$ cat src/tcmp_pkg.sv
// tcmp_pkg: shared constants and carriers for the tightly coupled memory port.
// assumes a single processor clock domain; no register bus.
package tcmp_pkg;
  localparam int ADDR_W = 18;
  localparam int DATA_W = 32;
  localparam int LANE_W = 4;
  localparam int SIZE_W = 4;
  // memory size codes
  localparam logic [3:0] SIZE_ABSENT = 4'h0;
  localparam logic [3:0] SIZE_MIN = 4'h3;
  localparam logic [3:0] SIZE_MAX = 4'hb;
  // direction encoding
  localparam logic DIR_READ = 1'b0;
  localparam logic DIR_WRITE = 1'b1;
  // reset vector bases
  localparam logic [31:0] VEC_LOW = 32'h0000_0000;
  localparam logic [31:0] VEC_HIGH = 32'hffff_0000;
  // reset values and byte-lane masks
  localparam logic [17:0] ADDR_RST = 18'h0_0000;
  localparam logic [31:0] DATA_RST = 32'h0000_0000;
  localparam logic [3:0] LANE_NONE = 4'h0;
  localparam logic [3:0] LANE_ALL = 4'hf;
  localparam logic [3:0] LANE_LO_HALF = 4'h3;
  localparam logic [3:0] LANE_BYTE0 = 4'h1;

  typedef enum logic [1:0] {
    TCMP_SZ_BYTE = 2'b00,
    TCMP_SZ_HALF = 2'b01,
    TCMP_SZ_WORD = 2'b10
  } tcmp_acc_size_e;

  // processor-side request
  typedef struct packed {
    logic valid;
    logic write;
    tcmp_acc_size_e size;
    logic [31:0] byte_addr;
    logic [31:0] wdata;
  } tcmp_req_s;

  // memory-facing request fields
  typedef struct packed {
    logic [17:0] addr;
    logic dir;
    logic [3:0] lanes;
    logic seq;
    logic [31:0] wdata;
  } tcmp_mreq_s;
endpackage

$ cat src/tcmp_lane_dec.sv
// tcmp_lane_dec: byte-lane strobes from access size and byte offset.
// assumes little-endian lane numbering; purely combinational.
`timescale 1ns/100ps
module tcmp_lane_dec (
  // request
  input wire logic write,
  input wire tcmp_pkg::tcmp_acc_size_e size,
  input wire logic [1:0] offset,
  // strobes
  output logic [3:0] lanes
);
  always_comb begin
    lanes = tcmp_pkg::LANE_NONE;
    if (write) begin
      case (size)
        tcmp_pkg::TCMP_SZ_WORD: lanes = tcmp_pkg::LANE_ALL;
        tcmp_pkg::TCMP_SZ_HALF: lanes = offset[1] ? 4'hc : tcmp_pkg::LANE_LO_HALF;
        tcmp_pkg::TCMP_SZ_BYTE: lanes = 4'(tcmp_pkg::LANE_BYTE0 << offset);
        default: lanes = tcmp_pkg::LANE_NONE;
      endcase
    end
  end
endmodule

$ cat src/tcmp_port.sv
// tcmp_port: processor side of the data and instruction tightly coupled memory.
// assumes the memory and dma master share CLK and drive inputs from its rising edge.
`timescale 1ns/100ps
module tcmp_port (
  // clock and reset
  input wire logic CLK,
  input wire logic RSTN,
  // processor data request
  input wire tcmp_pkg::tcmp_req_s CPU_DREQ,
  output logic CPU_DREADY,
  output logic [31:0] CPU_DRDATA,
  output logic CPU_DRVALID,
  // processor instruction request
  input wire logic CPU_IREQ_VALID,
  input wire logic [31:0] CPU_IREQ_ADDR,
  // boot configuration
  input wire logic IMEM_BOOT_ENABLE,
  input wire logic VECTOR_BASE_SELECT,
  output logic [31:0] RESET_VECTOR_BASE,
  output logic IMEM_ENABLED,
  output logic BOOT_FROM_IMEM,
  // data memory
  output logic [17:0] DMEM_WORD_ADDR,
  output logic DMEM_CHIP_SEL,
  input wire logic [17:0] DMEM_EXT_DMA_ADDR,
  input wire logic DMEM_EXT_DMA_EN,
  input wire logic DMEM_EXT_DMA_SEL,
  output logic DMEM_IDLE_FLAG,
  output logic DMEM_DIR,
  input wire logic [31:0] DMEM_RDATA,
  output logic DMEM_SEQ_HINT,
  input wire logic [3:0] DMEM_SIZE_CFG,
  input wire logic DMEM_STALL_IN,
  output logic [3:0] DMEM_LANE_STROBE,
  output logic [31:0] DMEM_WDATA,
  // instruction memory
  output logic [17:0] IMEM_WORD_ADDR,
  output logic IMEM_CHIP_SEL
);
  // data port state: request issued last cycle, and its fields
  typedef enum logic [1:0] {
    TCMP_ST_IDLE = 2'b00,
    TCMP_ST_REQ = 2'b01,
    TCMP_ST_WAIT = 2'b10
  } tcmp_state_e;

  function automatic logic [17:0] word_of(input logic [31:0] a);
    word_of = a[19:2];
  endfunction

  function automatic logic present(input logic [3:0] sz);
    // reserved codes are treated as absent rather than guessed at
    present = (sz >= tcmp_pkg::SIZE_MIN) && (sz <= tcmp_pkg::SIZE_MAX);
  endfunction

  tcmp_state_e st_r, st_nxt;
  tcmp_pkg::tcmp_mreq_s mreq_r, mreq_nxt;
  logic [17:0] last_addr_r, last_addr_nxt;
  logic have_last_r, have_last_nxt;
  logic [31:0] rdata_r, rdata_nxt;
  logic rvalid_r, rvalid_nxt;
  logic pend_read_r, pend_read_nxt;
  logic [17:0] iaddr_r, iaddr_nxt;
  logic boot_en_r, boot_en_nxt;
  logic vec_hi_r, vec_hi_nxt;
  logic boot_seen_r, boot_seen_nxt;
  logic [3:0] lanes;
  logic dpresent;
  logic own_cs;
  logic busy;
  logic stalled;

  assign dpresent = present(DMEM_SIZE_CFG);
  // wait is looked at only in request and wait cycles
  assign busy = (st_r == TCMP_ST_REQ) || (st_r == TCMP_ST_WAIT);
  assign stalled = busy && DMEM_STALL_IN;
  // a new access may launch when the memory is present and the port is free of a stalled one
  assign CPU_DREADY = !stalled && dpresent;
  assign own_cs = CPU_DREQ.valid && CPU_DREADY;

  tcmp_lane_dec u_lane (
    .write(CPU_DREQ.write),
    .size(CPU_DREQ.size),
    .offset(CPU_DREQ.byte_addr[1:0]),
    .lanes(lanes)
  );

  always_comb begin
    st_nxt = st_r;
    mreq_nxt = mreq_r;
    last_addr_nxt = last_addr_r;
    have_last_nxt = have_last_r;
    rdata_nxt = rdata_r;
    rvalid_nxt = 1'b0;
    pend_read_nxt = pend_read_r;
    if (stalled) begin
      st_nxt = TCMP_ST_WAIT;
      mreq_nxt.seq = 1'b1;
    end else begin
      if (busy && pend_read_r) begin
        rdata_nxt = DMEM_RDATA;
        rvalid_nxt = 1'b1;
      end
      if (own_cs) begin
        st_nxt = TCMP_ST_REQ;
        mreq_nxt.addr = word_of(CPU_DREQ.byte_addr);
        mreq_nxt.dir = CPU_DREQ.write ? tcmp_pkg::DIR_WRITE : tcmp_pkg::DIR_READ;
        mreq_nxt.lanes = CPU_DREQ.write ? lanes : tcmp_pkg::LANE_NONE;
        mreq_nxt.wdata = CPU_DREQ.write ? CPU_DREQ.wdata : mreq_r.wdata;
        mreq_nxt.seq = have_last_r &&
          (word_of(CPU_DREQ.byte_addr) == 18'(last_addr_r + 18'h0_0001));
        last_addr_nxt = word_of(CPU_DREQ.byte_addr);
        have_last_nxt = 1'b1;
        pend_read_nxt = !CPU_DREQ.write;
      end else begin
        st_nxt = TCMP_ST_IDLE;
        mreq_nxt.lanes = tcmp_pkg::LANE_NONE;
        mreq_nxt.seq = 1'b0;
        pend_read_nxt = 1'b0;
      end
    end
    // after dma traffic the hint would compare against a stale address
    if (DMEM_EXT_DMA_EN) begin
      have_last_nxt = 1'b0;
    end
  end

  always_ff @(posedge CLK or negedge RSTN) begin
    if (!RSTN) begin
      st_r <= TCMP_ST_IDLE;
      mreq_r <= '{addr: tcmp_pkg::ADDR_RST, dir: tcmp_pkg::DIR_READ,
                  lanes: tcmp_pkg::LANE_NONE, seq: 1'b0, wdata: tcmp_pkg::DATA_RST};
      last_addr_r <= tcmp_pkg::ADDR_RST;
      have_last_r <= 1'b0;
      rdata_r <= tcmp_pkg::DATA_RST;
      rvalid_r <= 1'b0;
      pend_read_r <= 1'b0;
    end else begin
      st_r <= st_nxt;
      mreq_r <= mreq_nxt;
      last_addr_r <= last_addr_nxt;
      have_last_r <= have_last_nxt;
      rdata_r <= rdata_nxt;
      rvalid_r <= rvalid_nxt;
      pend_read_r <= pend_read_nxt;
    end
  end

  // memory-facing outputs; request fields come from flops
  assign DMEM_WORD_ADDR = DMEM_EXT_DMA_EN ? DMEM_EXT_DMA_ADDR : mreq_r.addr;
  assign DMEM_CHIP_SEL = DMEM_EXT_DMA_EN ? (DMEM_EXT_DMA_SEL | own_cs) : own_cs;
  assign DMEM_IDLE_FLAG = !own_cs;
  assign DMEM_DIR = mreq_r.dir;
  assign DMEM_LANE_STROBE = mreq_r.lanes;
  assign DMEM_SEQ_HINT = mreq_r.seq;
  assign DMEM_WDATA = mreq_r.wdata;
  assign CPU_DRDATA = rdata_r;
  assign CPU_DRVALID = rvalid_r;

  // instruction side and boot straps, caught on the first edge after release
  always_comb begin
    boot_seen_nxt = 1'b1;
    boot_en_nxt = boot_seen_r ? boot_en_r : IMEM_BOOT_ENABLE;
    vec_hi_nxt = boot_seen_r ? vec_hi_r : VECTOR_BASE_SELECT;
    iaddr_nxt = iaddr_r;
    // no instruction-side history: the sequential hint is data side only
    if (CPU_IREQ_VALID && boot_en_r) begin
      iaddr_nxt = word_of(CPU_IREQ_ADDR);
    end
  end

  always_ff @(posedge CLK or negedge RSTN) begin
    if (!RSTN) begin
      boot_seen_r <= 1'b0;
      boot_en_r <= 1'b0;
      vec_hi_r <= 1'b0;
      iaddr_r <= tcmp_pkg::ADDR_RST;
    end else begin
      boot_seen_r <= boot_seen_nxt;
      boot_en_r <= boot_en_nxt;
      vec_hi_r <= vec_hi_nxt;
      iaddr_r <= iaddr_nxt;
    end
  end

  assign IMEM_WORD_ADDR = iaddr_r;
  assign IMEM_CHIP_SEL = CPU_IREQ_VALID && boot_en_r;
  assign IMEM_ENABLED = boot_en_r;
  assign BOOT_FROM_IMEM = boot_en_r && !vec_hi_r;
  assign RESET_VECTOR_BASE = vec_hi_r ? tcmp_pkg::VEC_HIGH : tcmp_pkg::VEC_LOW;

  // checks
  AST_ADDR_CAPTURE: assert property (@(posedge CLK) disable iff (!RSTN)
    own_cs && !DMEM_EXT_DMA_EN ##1 !DMEM_EXT_DMA_EN
      |-> DMEM_WORD_ADDR == $past(CPU_DREQ.byte_addr[19:2]))
    else $error("word address not captured");
  AST_DMA_ADDR: assert property (@(posedge CLK) disable iff (!RSTN)
    DMEM_EXT_DMA_EN |-> DMEM_WORD_ADDR == DMEM_EXT_DMA_ADDR)
    else $error("dma address not routed");
  AST_DMA_CS: assert property (@(posedge CLK) disable iff (!RSTN)
    DMEM_EXT_DMA_EN && DMEM_EXT_DMA_SEL |-> DMEM_CHIP_SEL)
    else $error("dma select lost");
  AST_IDLE: assert property (@(posedge CLK) disable iff (!RSTN)
    !DMEM_EXT_DMA_EN |-> DMEM_IDLE_FLAG != DMEM_CHIP_SEL)
    else $error("idle flag disagrees with select");
  AST_NO_LANE_READ: assert property (@(posedge CLK) disable iff (!RSTN)
    DMEM_DIR == tcmp_pkg::DIR_READ |-> DMEM_LANE_STROBE == tcmp_pkg::LANE_NONE)
    else $error("lanes set on read");
  AST_HOLD_WAIT: assert property (@(posedge CLK) disable iff (!RSTN)
    stalled |=> $stable(mreq_r.addr) && $stable(mreq_r.dir) && $stable(DMEM_WDATA)
      && $stable(DMEM_LANE_STROBE))
    else $error("request changed while waited");
  AST_SEQ_WAIT: assert property (@(posedge CLK) disable iff (!RSTN)
    stalled |=> DMEM_SEQ_HINT)
    else $error("sequential hint dropped in wait");
  AST_RDATA: assert property (@(posedge CLK) disable iff (!RSTN)
    busy && pend_read_r && !DMEM_STALL_IN |=> CPU_DRVALID && CPU_DRDATA == $past(DMEM_RDATA))
    else $error("read data not sampled");
  AST_ABSENT: assert property (@(posedge CLK) disable iff (!RSTN)
    !dpresent && !DMEM_EXT_DMA_EN |-> !DMEM_CHIP_SEL && DMEM_IDLE_FLAG)
    else $error("select on absent memory");
  AST_NO_CS_STALL: assert property (@(posedge CLK) disable iff (!RSTN)
    stalled |-> !own_cs)
    else $error("new access during wait");
  AST_VECTOR: assert property (@(posedge CLK) disable iff (!RSTN)
    boot_seen_r && vec_hi_r |-> RESET_VECTOR_BASE == tcmp_pkg::VEC_HIGH)
    else $error("vector base wrong");

  // capture of request fields one cycle after the take, with same-cycle idle and ready checks
  AST_CS_ANNOUNCE: assert property (@(posedge CLK) disable iff (!RSTN)
    own_cs |=> busy)
    else $error("select without following request cycle");
  AST_IDLE_ACCESS: assert property (@(posedge CLK) disable iff (!RSTN)
    own_cs && !DMEM_EXT_DMA_EN |-> !DMEM_IDLE_FLAG)
    else $error("idle flag high on access");
  AST_DIR_CAPTURE: assert property (@(posedge CLK) disable iff (!RSTN)
    own_cs |=> DMEM_DIR == $past(CPU_DREQ.write))
    else $error("direction not captured");
  AST_LANE_WORD: assert property (@(posedge CLK) disable iff (!RSTN)
    own_cs && CPU_DREQ.write && CPU_DREQ.size == tcmp_pkg::TCMP_SZ_WORD
      |=> DMEM_LANE_STROBE == tcmp_pkg::LANE_ALL)
    else $error("word write lanes wrong");
  AST_LANE_HALF: assert property (@(posedge CLK) disable iff (!RSTN)
    own_cs && CPU_DREQ.write && CPU_DREQ.size == tcmp_pkg::TCMP_SZ_HALF && !CPU_DREQ.byte_addr[1]
      |=> DMEM_LANE_STROBE == tcmp_pkg::LANE_LO_HALF)
    else $error("low half write lanes wrong");
  AST_LANE_BYTE: assert property (@(posedge CLK) disable iff (!RSTN)
    own_cs && CPU_DREQ.write && CPU_DREQ.size == tcmp_pkg::TCMP_SZ_BYTE
      && CPU_DREQ.byte_addr[1:0] == 2'h0 |=> DMEM_LANE_STROBE == tcmp_pkg::LANE_BYTE0)
    else $error("byte write lanes wrong");
  AST_WDATA_CAPTURE: assert property (@(posedge CLK) disable iff (!RSTN)
    own_cs && CPU_DREQ.write |=> DMEM_WDATA == $past(CPU_DREQ.wdata))
    else $error("write data not captured");
  AST_SEQ_CLEAR: assert property (@(posedge CLK) disable iff (!RSTN)
    !stalled && !own_cs |=> !DMEM_SEQ_HINT)
    else $error("sequential hint left set");
  AST_SEQ_FIRST: assert property (@(posedge CLK) disable iff (!RSTN)
    own_cs && !have_last_r |=> !DMEM_SEQ_HINT)
    else $error("sequential hint without history");
  AST_READY_ABSENT: assert property (@(posedge CLK) disable iff (!RSTN)
    !dpresent |-> !CPU_DREADY)
    else $error("ready with absent memory");
  AST_WAIT_IGNORED: assert property (@(posedge CLK) disable iff (!RSTN)
    !busy && DMEM_STALL_IN && dpresent |-> CPU_DREADY)
    else $error("wait honoured outside request cycles");

  // instruction side and straps
  AST_IMEM_OFF: assert property (@(posedge CLK) disable iff (!RSTN)
    !boot_en_r |-> !IMEM_CHIP_SEL)
    else $error("instruction select while disabled");
  AST_IMEM_ADDR: assert property (@(posedge CLK) disable iff (!RSTN)
    IMEM_CHIP_SEL |=> IMEM_WORD_ADDR == $past(CPU_IREQ_ADDR[19:2]))
    else $error("instruction word address not captured");
  AST_STRAP_HOLD: assert property (@(posedge CLK) disable iff (!RSTN)
    boot_seen_r |=> $stable(boot_en_r) && $stable(vec_hi_r))
    else $error("straps changed after capture");
  AST_VECTOR_LOW: assert property (@(posedge CLK) disable iff (!RSTN)
    boot_seen_r && !vec_hi_r |-> RESET_VECTOR_BASE == tcmp_pkg::VEC_LOW)
    else $error("low vector base wrong");
  AST_BOOT_IMEM: assert property (@(posedge CLK) disable iff (!RSTN)
    boot_seen_r && boot_en_r && !vec_hi_r |-> BOOT_FROM_IMEM && IMEM_ENABLED)
    else $error("boot from instruction memory not flagged");

  COV_WRITE: cover property (@(posedge CLK) disable iff (!RSTN) own_cs && CPU_DREQ.write);
  COV_WAITED: cover property (@(posedge CLK) disable iff (!RSTN) stalled ##1 stalled);
  COV_SEQ: cover property (@(posedge CLK) disable iff (!RSTN) DMEM_SEQ_HINT && !stalled);
  COV_DMA: cover property (@(posedge CLK) disable iff (!RSTN) DMEM_EXT_DMA_EN && own_cs);
  COV_READ: cover property (@(posedge CLK) disable iff (!RSTN) CPU_DRVALID);
endmodule
$ cat config.mk
export PLATFORM = sky130hd
export DESIGN_NAME = tcmp_port
export DESIGN_NICKNAME = d
export VERILOG_FILES = /design/src/tcmp_pkg.sv /design/src/tcmp_lane_dec.sv /design/src/tcmp_port.sv
export SDC_FILE = /design/constraint.sdc
export NUM_CORES = 1
export LEC_CHECK = 0
export BUFFER_PORTS_ARGS = -buffer_cell sky130_fd_sc_hd__buf_2
export CAP_MARGIN = 10
export CORE_AREA = 2 2 120 122
export CTS_CLUSTER_DIAMETER = 200
export CTS_CLUSTER_SIZE = 14
export DETAILED_ROUTE_END_ITERATION = 16
export DIE_AREA = 0 0 122 124
export GPL_TIMING_DRIVEN = 0
export PLACE_DENSITY = 0.76
export SLEW_MARGIN = 0
export SYNTH_ARGS = -nofsm -noshare
export SYNTH_HDL_FRONTEND = slang
export SYNTH_HIERARCHICAL = 1
export SYNTH_SLANG_ARGS = --single-unit
$ cat constraint.sdc
create_clock -name CLK -period 2.9 [get_ports CLK]
set_clock_uncertainty 0.2 [all_clocks]
set_input_delay 0.58 -clock CLK [delete_from_list [all_inputs] [get_ports CLK]]
set_output_delay 0.58 -clock CLK [all_outputs]
set_load 0.02 [all_outputs]
==> results of run 1 <==
-- sequential cells by signal (all words and copies together) (netlist names) --
name / count
CPU_DRDATA: 32
DMEM_WDATA: 32
IMEM_WORD_ADDR: 18
last_addr_r: 18
DMEM_LANE_STROBE: 4
st_r: 2
CPU_DRVALID: 1
DMEM_DIR: 1
DMEM_SEQ_HINT: 1
IMEM_ENABLED: 1
boot_seen_r: 1
have_last_r: 1
pend_read_r: 1
vec_hi_r: 1
-- kinds of logic (layout without fill, tap and decap cells) --
| logic type | count (synthesis) | after routing | share of synthesized area [%] |
|---|---|---|---|
| DFF | 114 | 114 | 53.5 |
| AOI/OAI and AO/OA | 35 | 35 | 4.48 |
| adders and majority gates | 1 | 1 | 0.235 |
| muxes | 114 | 114 | 24.1 |
| xor gates and xnor gates | 24 | 24 | 3.94 |
| other | 2 | 17 | 0.141 |
| buffers and inverters | 55 | 353 | 7.16 |
| and+or+nand+nor | 60 | 60 | 6.41 |
-- metal layers --
layer	up-vias	global-route usage, %
li1	1986	-
met1	1944	19.7
met2	168	29.2
met3	17	5.49
met4	0	6.54
met5	-	0
-- report_power, final --
group,switching (mW),internal [mW]
Combinational,1.18,0.880
Clock,0.754,1.16
Sequential,0.268,2.05
Total,2.20,4.08
-- cell type report --
type / count / area, sq um
Timing Repair Buffer: 266 / 1370
Sequential cell: 114 / 2850
Buffer: 48 / 355
Tap cell: 180 / 225
Clock inverter: 12 / 82.6
Multi-Input combinational cell: 251 / 2150
Fill cell: 1187 / 6190
Inverter: 7 / 26.3
Clock buffer: 20 / 467
-- metrics by stage --
stage                     cell area (sq um)  hold WS, ps  setup TNS (ps)  instances
after floorplan                        5390         84.4               0        420
after CTS                              7520          169               0        898
after detailed placement               6970          260               0        865
after global routing                   7530          182               0        898
after global placement                 6930          255          -36820        864
final                                  7530          193               0        898
-- layout by cell type (no fill, tap or decap), types with 2 or more instances in the layout --
cell / count
clkbuf_1: 6
inv_1: 6
nand4_1: 3
mux2_2: 67
buf_6: 8
conb_1: 17
xor2_1: 9
a22o_1: 5
clkinvlp_4: 6
a21oi_1: 7
mux2_1: 47
and3_1: 2
inv_6: 2
dfrtp_1: 114
clkbuf_8: 3
buf_2: 265
nand3_1: 5
nor4_1: 3
o21ai_0: 8
a211oi_1: 2
nor3_1: 4
nand2_1: 17
and2_1: 2
clkinv_2: 4
xnor2_1: 15
o21ai_1: 5
buf_4: 32
clkbuf_16: 17
nor2_1: 11
-- path summary, 6_finish.rpt --
kind,start,endpoint,slack (ps),cells after the start
worst max-delay path,st_r[1],DMEM_CHIP_SEL,170,7
worst min-delay path,CPU_DREQ[6],DMEM_WDATA[6],190,2
worst max register to register,st_r[1],DMEM_WDATA[8],610,8
worst min register to register,DMEM_DIR,DMEM_DIR,270,1
max in group asynchronous,RSTN,IMEM_WORD_ADDR[11],1330,3
min in group asynchronous,RSTN,last_addr_r[9],490,2
-- worst reg2reg max path, stage by stage, from the launching register on --
cell	delay, ps
dfrtp_1	370
xor2_1	160
and2_1	160
buf_6	150
a211oi_4	260
and3_1	200
buf_6	160
buf_6	170
mux2_1	340
-- what timing repair did --
action | CTS | global route
hold buffers | 1 | 0
resized for setup | 0 | 1
setup endpoints to repair | 0 | 2
hold endpoints to repair | 49 | 0
==> results.ini, run 1 <==
[run_status]
status = finished clean

[clock_network]
post_cts_buffers = 0
htree_levels = 4
clock-sinks = 114
cts_root_buf = clkbuf_16
path_clk_slew_ps = 60
cts_made_buffers = 17
cts_tree = built
clk_latency_ps = 400
clock_path_buffers = 2

[timing]
setup_violations = 0
finalCritPeriodShare_pct = 94.1
finalHoldViolations = 0
rsz0062_at_grt = no
period_minus_slack_ps = 2730
tightest_slew_ps = 629
maxClockFrequency_mhz = 367
maxSlewViolCount = 0
setup_slack_ps = 173
slew_headroom_pct = 58.1

[power]
p_leak_nw = 3.79
report.power.total_mw = 6.28
p_per_area_nw_per_um2 = 835
vdd_drop_max_v = 0.000422

[yosys]
ys_types = 47
avgSynthCellArea_sq_um = 13.2
async_reset_ff_share_pct = 100
yosys.area.top_type_share_pct = 53.5
yosysMostFrequentCell = dfrtp_1
ys_seq_elements = 114
yosysWarnings = 6
yosysSeqAreaShare_pct = 53.5
syn_area_sq_um = 5330
synth_edf_count = 0
synth_top_flop_cell = dfrtp_1
synth_area_leader_cell = dfrtp_1
syn_inst = 405
synthTopCellsByArea = dfrtp_1 54%, mux2_2 14%, mux2_1 9.9%
synth_common_cells = 114 x dfrtp_1, 67 x mux2_2, 47 x mux2_1

[route]
route.detailed.drc = 0
wirelength_mm = 13.0
routed-wl-met2_mm = 6.58
detail_route.vias_per_cell = 4.58
drtIter0Drc = 156
firstDrtPassIters = 4
met1_length_mm = 5.19
avgRoutedWirePerCell_um = 14.5
vias = 4115
wl_met3_mm = 1.07
highest_layer = met4
antenna_left = 0

[critical_path]
crit_buf_inv = 2
cp-start-kind = register
worstSetupPathType = reg -> out
cp_cell_sequence = xor2_1 > and2_1 > buf_6 > a211oi_4 > nand2_2 > nand2_1 > buf_2
crit_path_end_kind = primary output
worstPathRequired_ps = 2120
max_stage_delay_ps = 370
path_max_fanout = 8
path_delay_family = simple AND/OR/NAND/NOR gates
worstPathArrival_ps = 1950
critPathSlowestCell = dfrtp_1

[placement]
hpwl_mm = 10.0
routabilityCongestion = 0.795
pre_cts_ws_ps = 336
io_buffers = 264

[hold_path]
holdCritPathClass = in -> reg

[global_routing]
grt_max_degree = 66
gr-total-overflow = 0
antenna_found_initial = 0
grt_pass1_wl_mm = 19.8
track_usage_pct = 17.0
grt_pass1_vias = 3926

[cells_and_area]
num_antenna_cells = 0
drive_gt1_share_pct = 57.7
fin_util_pct = 54.9
nNetsFinal = 868
syn2layout_area_growth_pct = 41.3

[die]
die_w_um = 122
io_pins = 307
core_sq_um = 13700
die_y_um = 124
start_util_pct = 38.8
die_area_sq_um = 15100
rows = 43

[flow_run]
max-cap-violations = 0

Power figures use the tool's default switching activity.
==> inputs of run 2 (changes only) <==
CORE_AREA = 2 2 119 121   (was 2 2 120 122)
DIE_AREA = 0 0 121 123   (was 0 0 122 124)
PLACE_DENSITY = 0.8   (was 0.76)
clock period = 2.45 ns   (was 2.9 ns; I/O delays follow)
==> results.ini, run 2 (synthesis gave the netlist of run 1 again) <==
[cells_and_area]
final_common_cell = buf_2
syn2layout_area_growth_pct = 44.2
nNetsFinal = 874  ; +0.69%
drive_gt1_share_pct = 58.4  ; +0.71 points
fin_util_pct = 56.5  ; +1.6 points
layout.cells.most_common_list = 262 x buf_2, 114 x dfrtp_1, 67 x mux2_2
fin_area_sq_um = 7690  ; +2.1%
stdcell_count = 904  ; +0.67%

[critical_path]
crit_buf_inv = 1  ; -1
path_delay_family = simple AND/OR/NAND/NOR gates
worstPathArrival_ps = 1730  ; -220 ps
max_stage_delay_ps = 370  ; about the same
cp-start-kind = register
cp_cell_sequence = xor2_1 > and2_4 > a211oi_4 > nand2_4 > nand2_2 > buf_6
worstPathRequired_ps = 1760  ; -360 ps
worstSetupPathType = reg -> out
crit_path_end_kind = primary output
critPathSlowestCell = dfrtp_1
path_max_fanout = 3  ; -5

[die]
die_w_um = 121  ; -0.82%
die_area_sq_um = 14900  ; -1.6%
io_pins = 307  ; unchanged
rows = 43  ; unchanged
die_y_um = 123  ; -0.81%
core_sq_um = 13600  ; -0.78%
start_util_pct = 39.1  ; +0.31 points

[route]
avgRoutedWirePerCell_um = 14.8  ; +1.8%
route.detailed.drc = 0  ; unchanged
antenna_left = 0  ; unchanged
firstDrtPassIters = 4  ; unchanged
drtIter0Drc = 149  ; -4.5%
wirelength_mm = 13.4  ; +2.5%
detail_route.vias_per_cell = 4.62  ; +0.91%
vias = 4180  ; +1.6%

[clock_network]
cts_root_buf = clkbuf_16
cts_tree = built
htree_levels = 4  ; unchanged
path_clk_slew_ps = 50  ; about the same
cts_made_buffers = 17  ; unchanged
clk_latency_ps = 410  ; about the same
clock-sinks = 114  ; unchanged
clock_path_buffers = 2  ; unchanged

[flow_run]
max-cap-violations = 0  ; unchanged

[placement]
routabilityCongestion = 0.791  ; -0.54%
postPlaceCellArea_sq_um = 6970  ; unchanged
hpwl_mm = 10.2  ; +1.7%
io_buffers = 264  ; unchanged
placed_cells = 865  ; unchanged
pre_cts_ws_ps = -56.2  ; -392 ps

[power]
report.power.total_mw = 7.72  ; +23%
p_leak_nw = 3.88  ; +2.5%
vdd_drop_max_v = 0.000554  ; +31%
p_per_area_nw_per_um2 = 1000  ; +20%

[timing]
slew_headroom_pct = 60.1  ; +2.0 points
tightest_slew_ps = 599  ; -30.6 ps
finalCritPeriodShare_pct = 98.8
period_minus_slack_ps = 2420
rsz0062_at_grt = yes
setup_violations = 0  ; unchanged
maxClockFrequency_mhz = 413
maxSlewViolCount = 0  ; unchanged
setup_slack_ps = 29.4  ; -143 ps
finalHoldViolations = 0  ; unchanged

[global_routing]
grt_max_degree = 71  ; +7.6%
grt_pass1_vias = 4022  ; +2.4%
grt_pass1_wl_mm = 20.1  ; +1.8%
gr-total-overflow = 0  ; unchanged
antenna_found_initial = 0  ; unchanged
track_usage_pct = 17.6  ; +0.61 points

[hold_path]
holdCritPathClass = in -> reg

[run_status]
status = finished clean

## run 2: report_power, final
group / internal (mW) / total, mW / switching (mW)
combinational: 1.07 / 2.48 / 1.41
clock: 1.67 / 2.49 / 0.826
sequential: 2.43 / 2.75 / 0.322
## run 2: layout make-up
class | count | area, sq um
Clock inverter | 10 | 131
Buffer | 46 | 348
Timing Repair Buffer | 274 | 1460
Inverter | 7 | 28.8
Tap cell | 180 | 225
Clock buffer | 21 | 470
Fill cell | 1165 | 5930
Multi-Input combinational cell | 251 | 2170
Antenna cell | 1 | 2.50
Sequential cell | 114 | 2850
## run 2: worst reg2reg max path, stage by stage, from the launching register on
cell       delay, ps
dfrtp_1          370
xor2_1           170
and2_4           190
a211oi_4         280
nand2_4          120
buf_4            170
buf_4            140
inv_4            110
clkbuf_16        170
mux2_1           320
## run 2: routing by layer
layer / GRT usage (%) / wire length [um] / vias to the layer above
li1: - / - / 1997
met1: 20.9 / 5260 / 1988
met2: 29.6 / 6760 / 178
met3: 6.18 / 1140 / 17
met4: 6.32 / 196 / 0
met5: 0 / 0 / -
## run 2: what timing repair did
item	in CTS	in global routing
endpoints found under the setup margin	14	36
endpoints found under the hold margin	44	0
resized for setup	9	6
gates cloned	0	1
hold buffers	1	0
pin swaps	3	5
buffers inserted	5	2
## run 2: path summary, 6_finish.rpt
check                      cells after the start           start              to  slack [ps]
setup / recovery                               6         st_r[0]   DMEM_CHIP_SEL          30
max in group asynchronous                      3            RSTN   DMEM_WDATA[0]         980
hold reg to reg                                1  DMEM_WDATA[19]  DMEM_WDATA[19]         280
setup reg to reg                               9         st_r[0]  last_addr_r[2]         100
min in group asynchronous                      2            RSTN   CPU_DRDATA[1]         390
hold / removal                                 2    CPU_DREQ[12]  DMEM_WDATA[12]         100
## run 2: per-stage QoR
stage	TNS, ps	hold slack [ps]
after floorplan	0	-5.59
after global placement	-82000	254
after detailed placement	-560	248
after CTS	-38.8	83.2
after global routing	-113	84.7
final	0	101
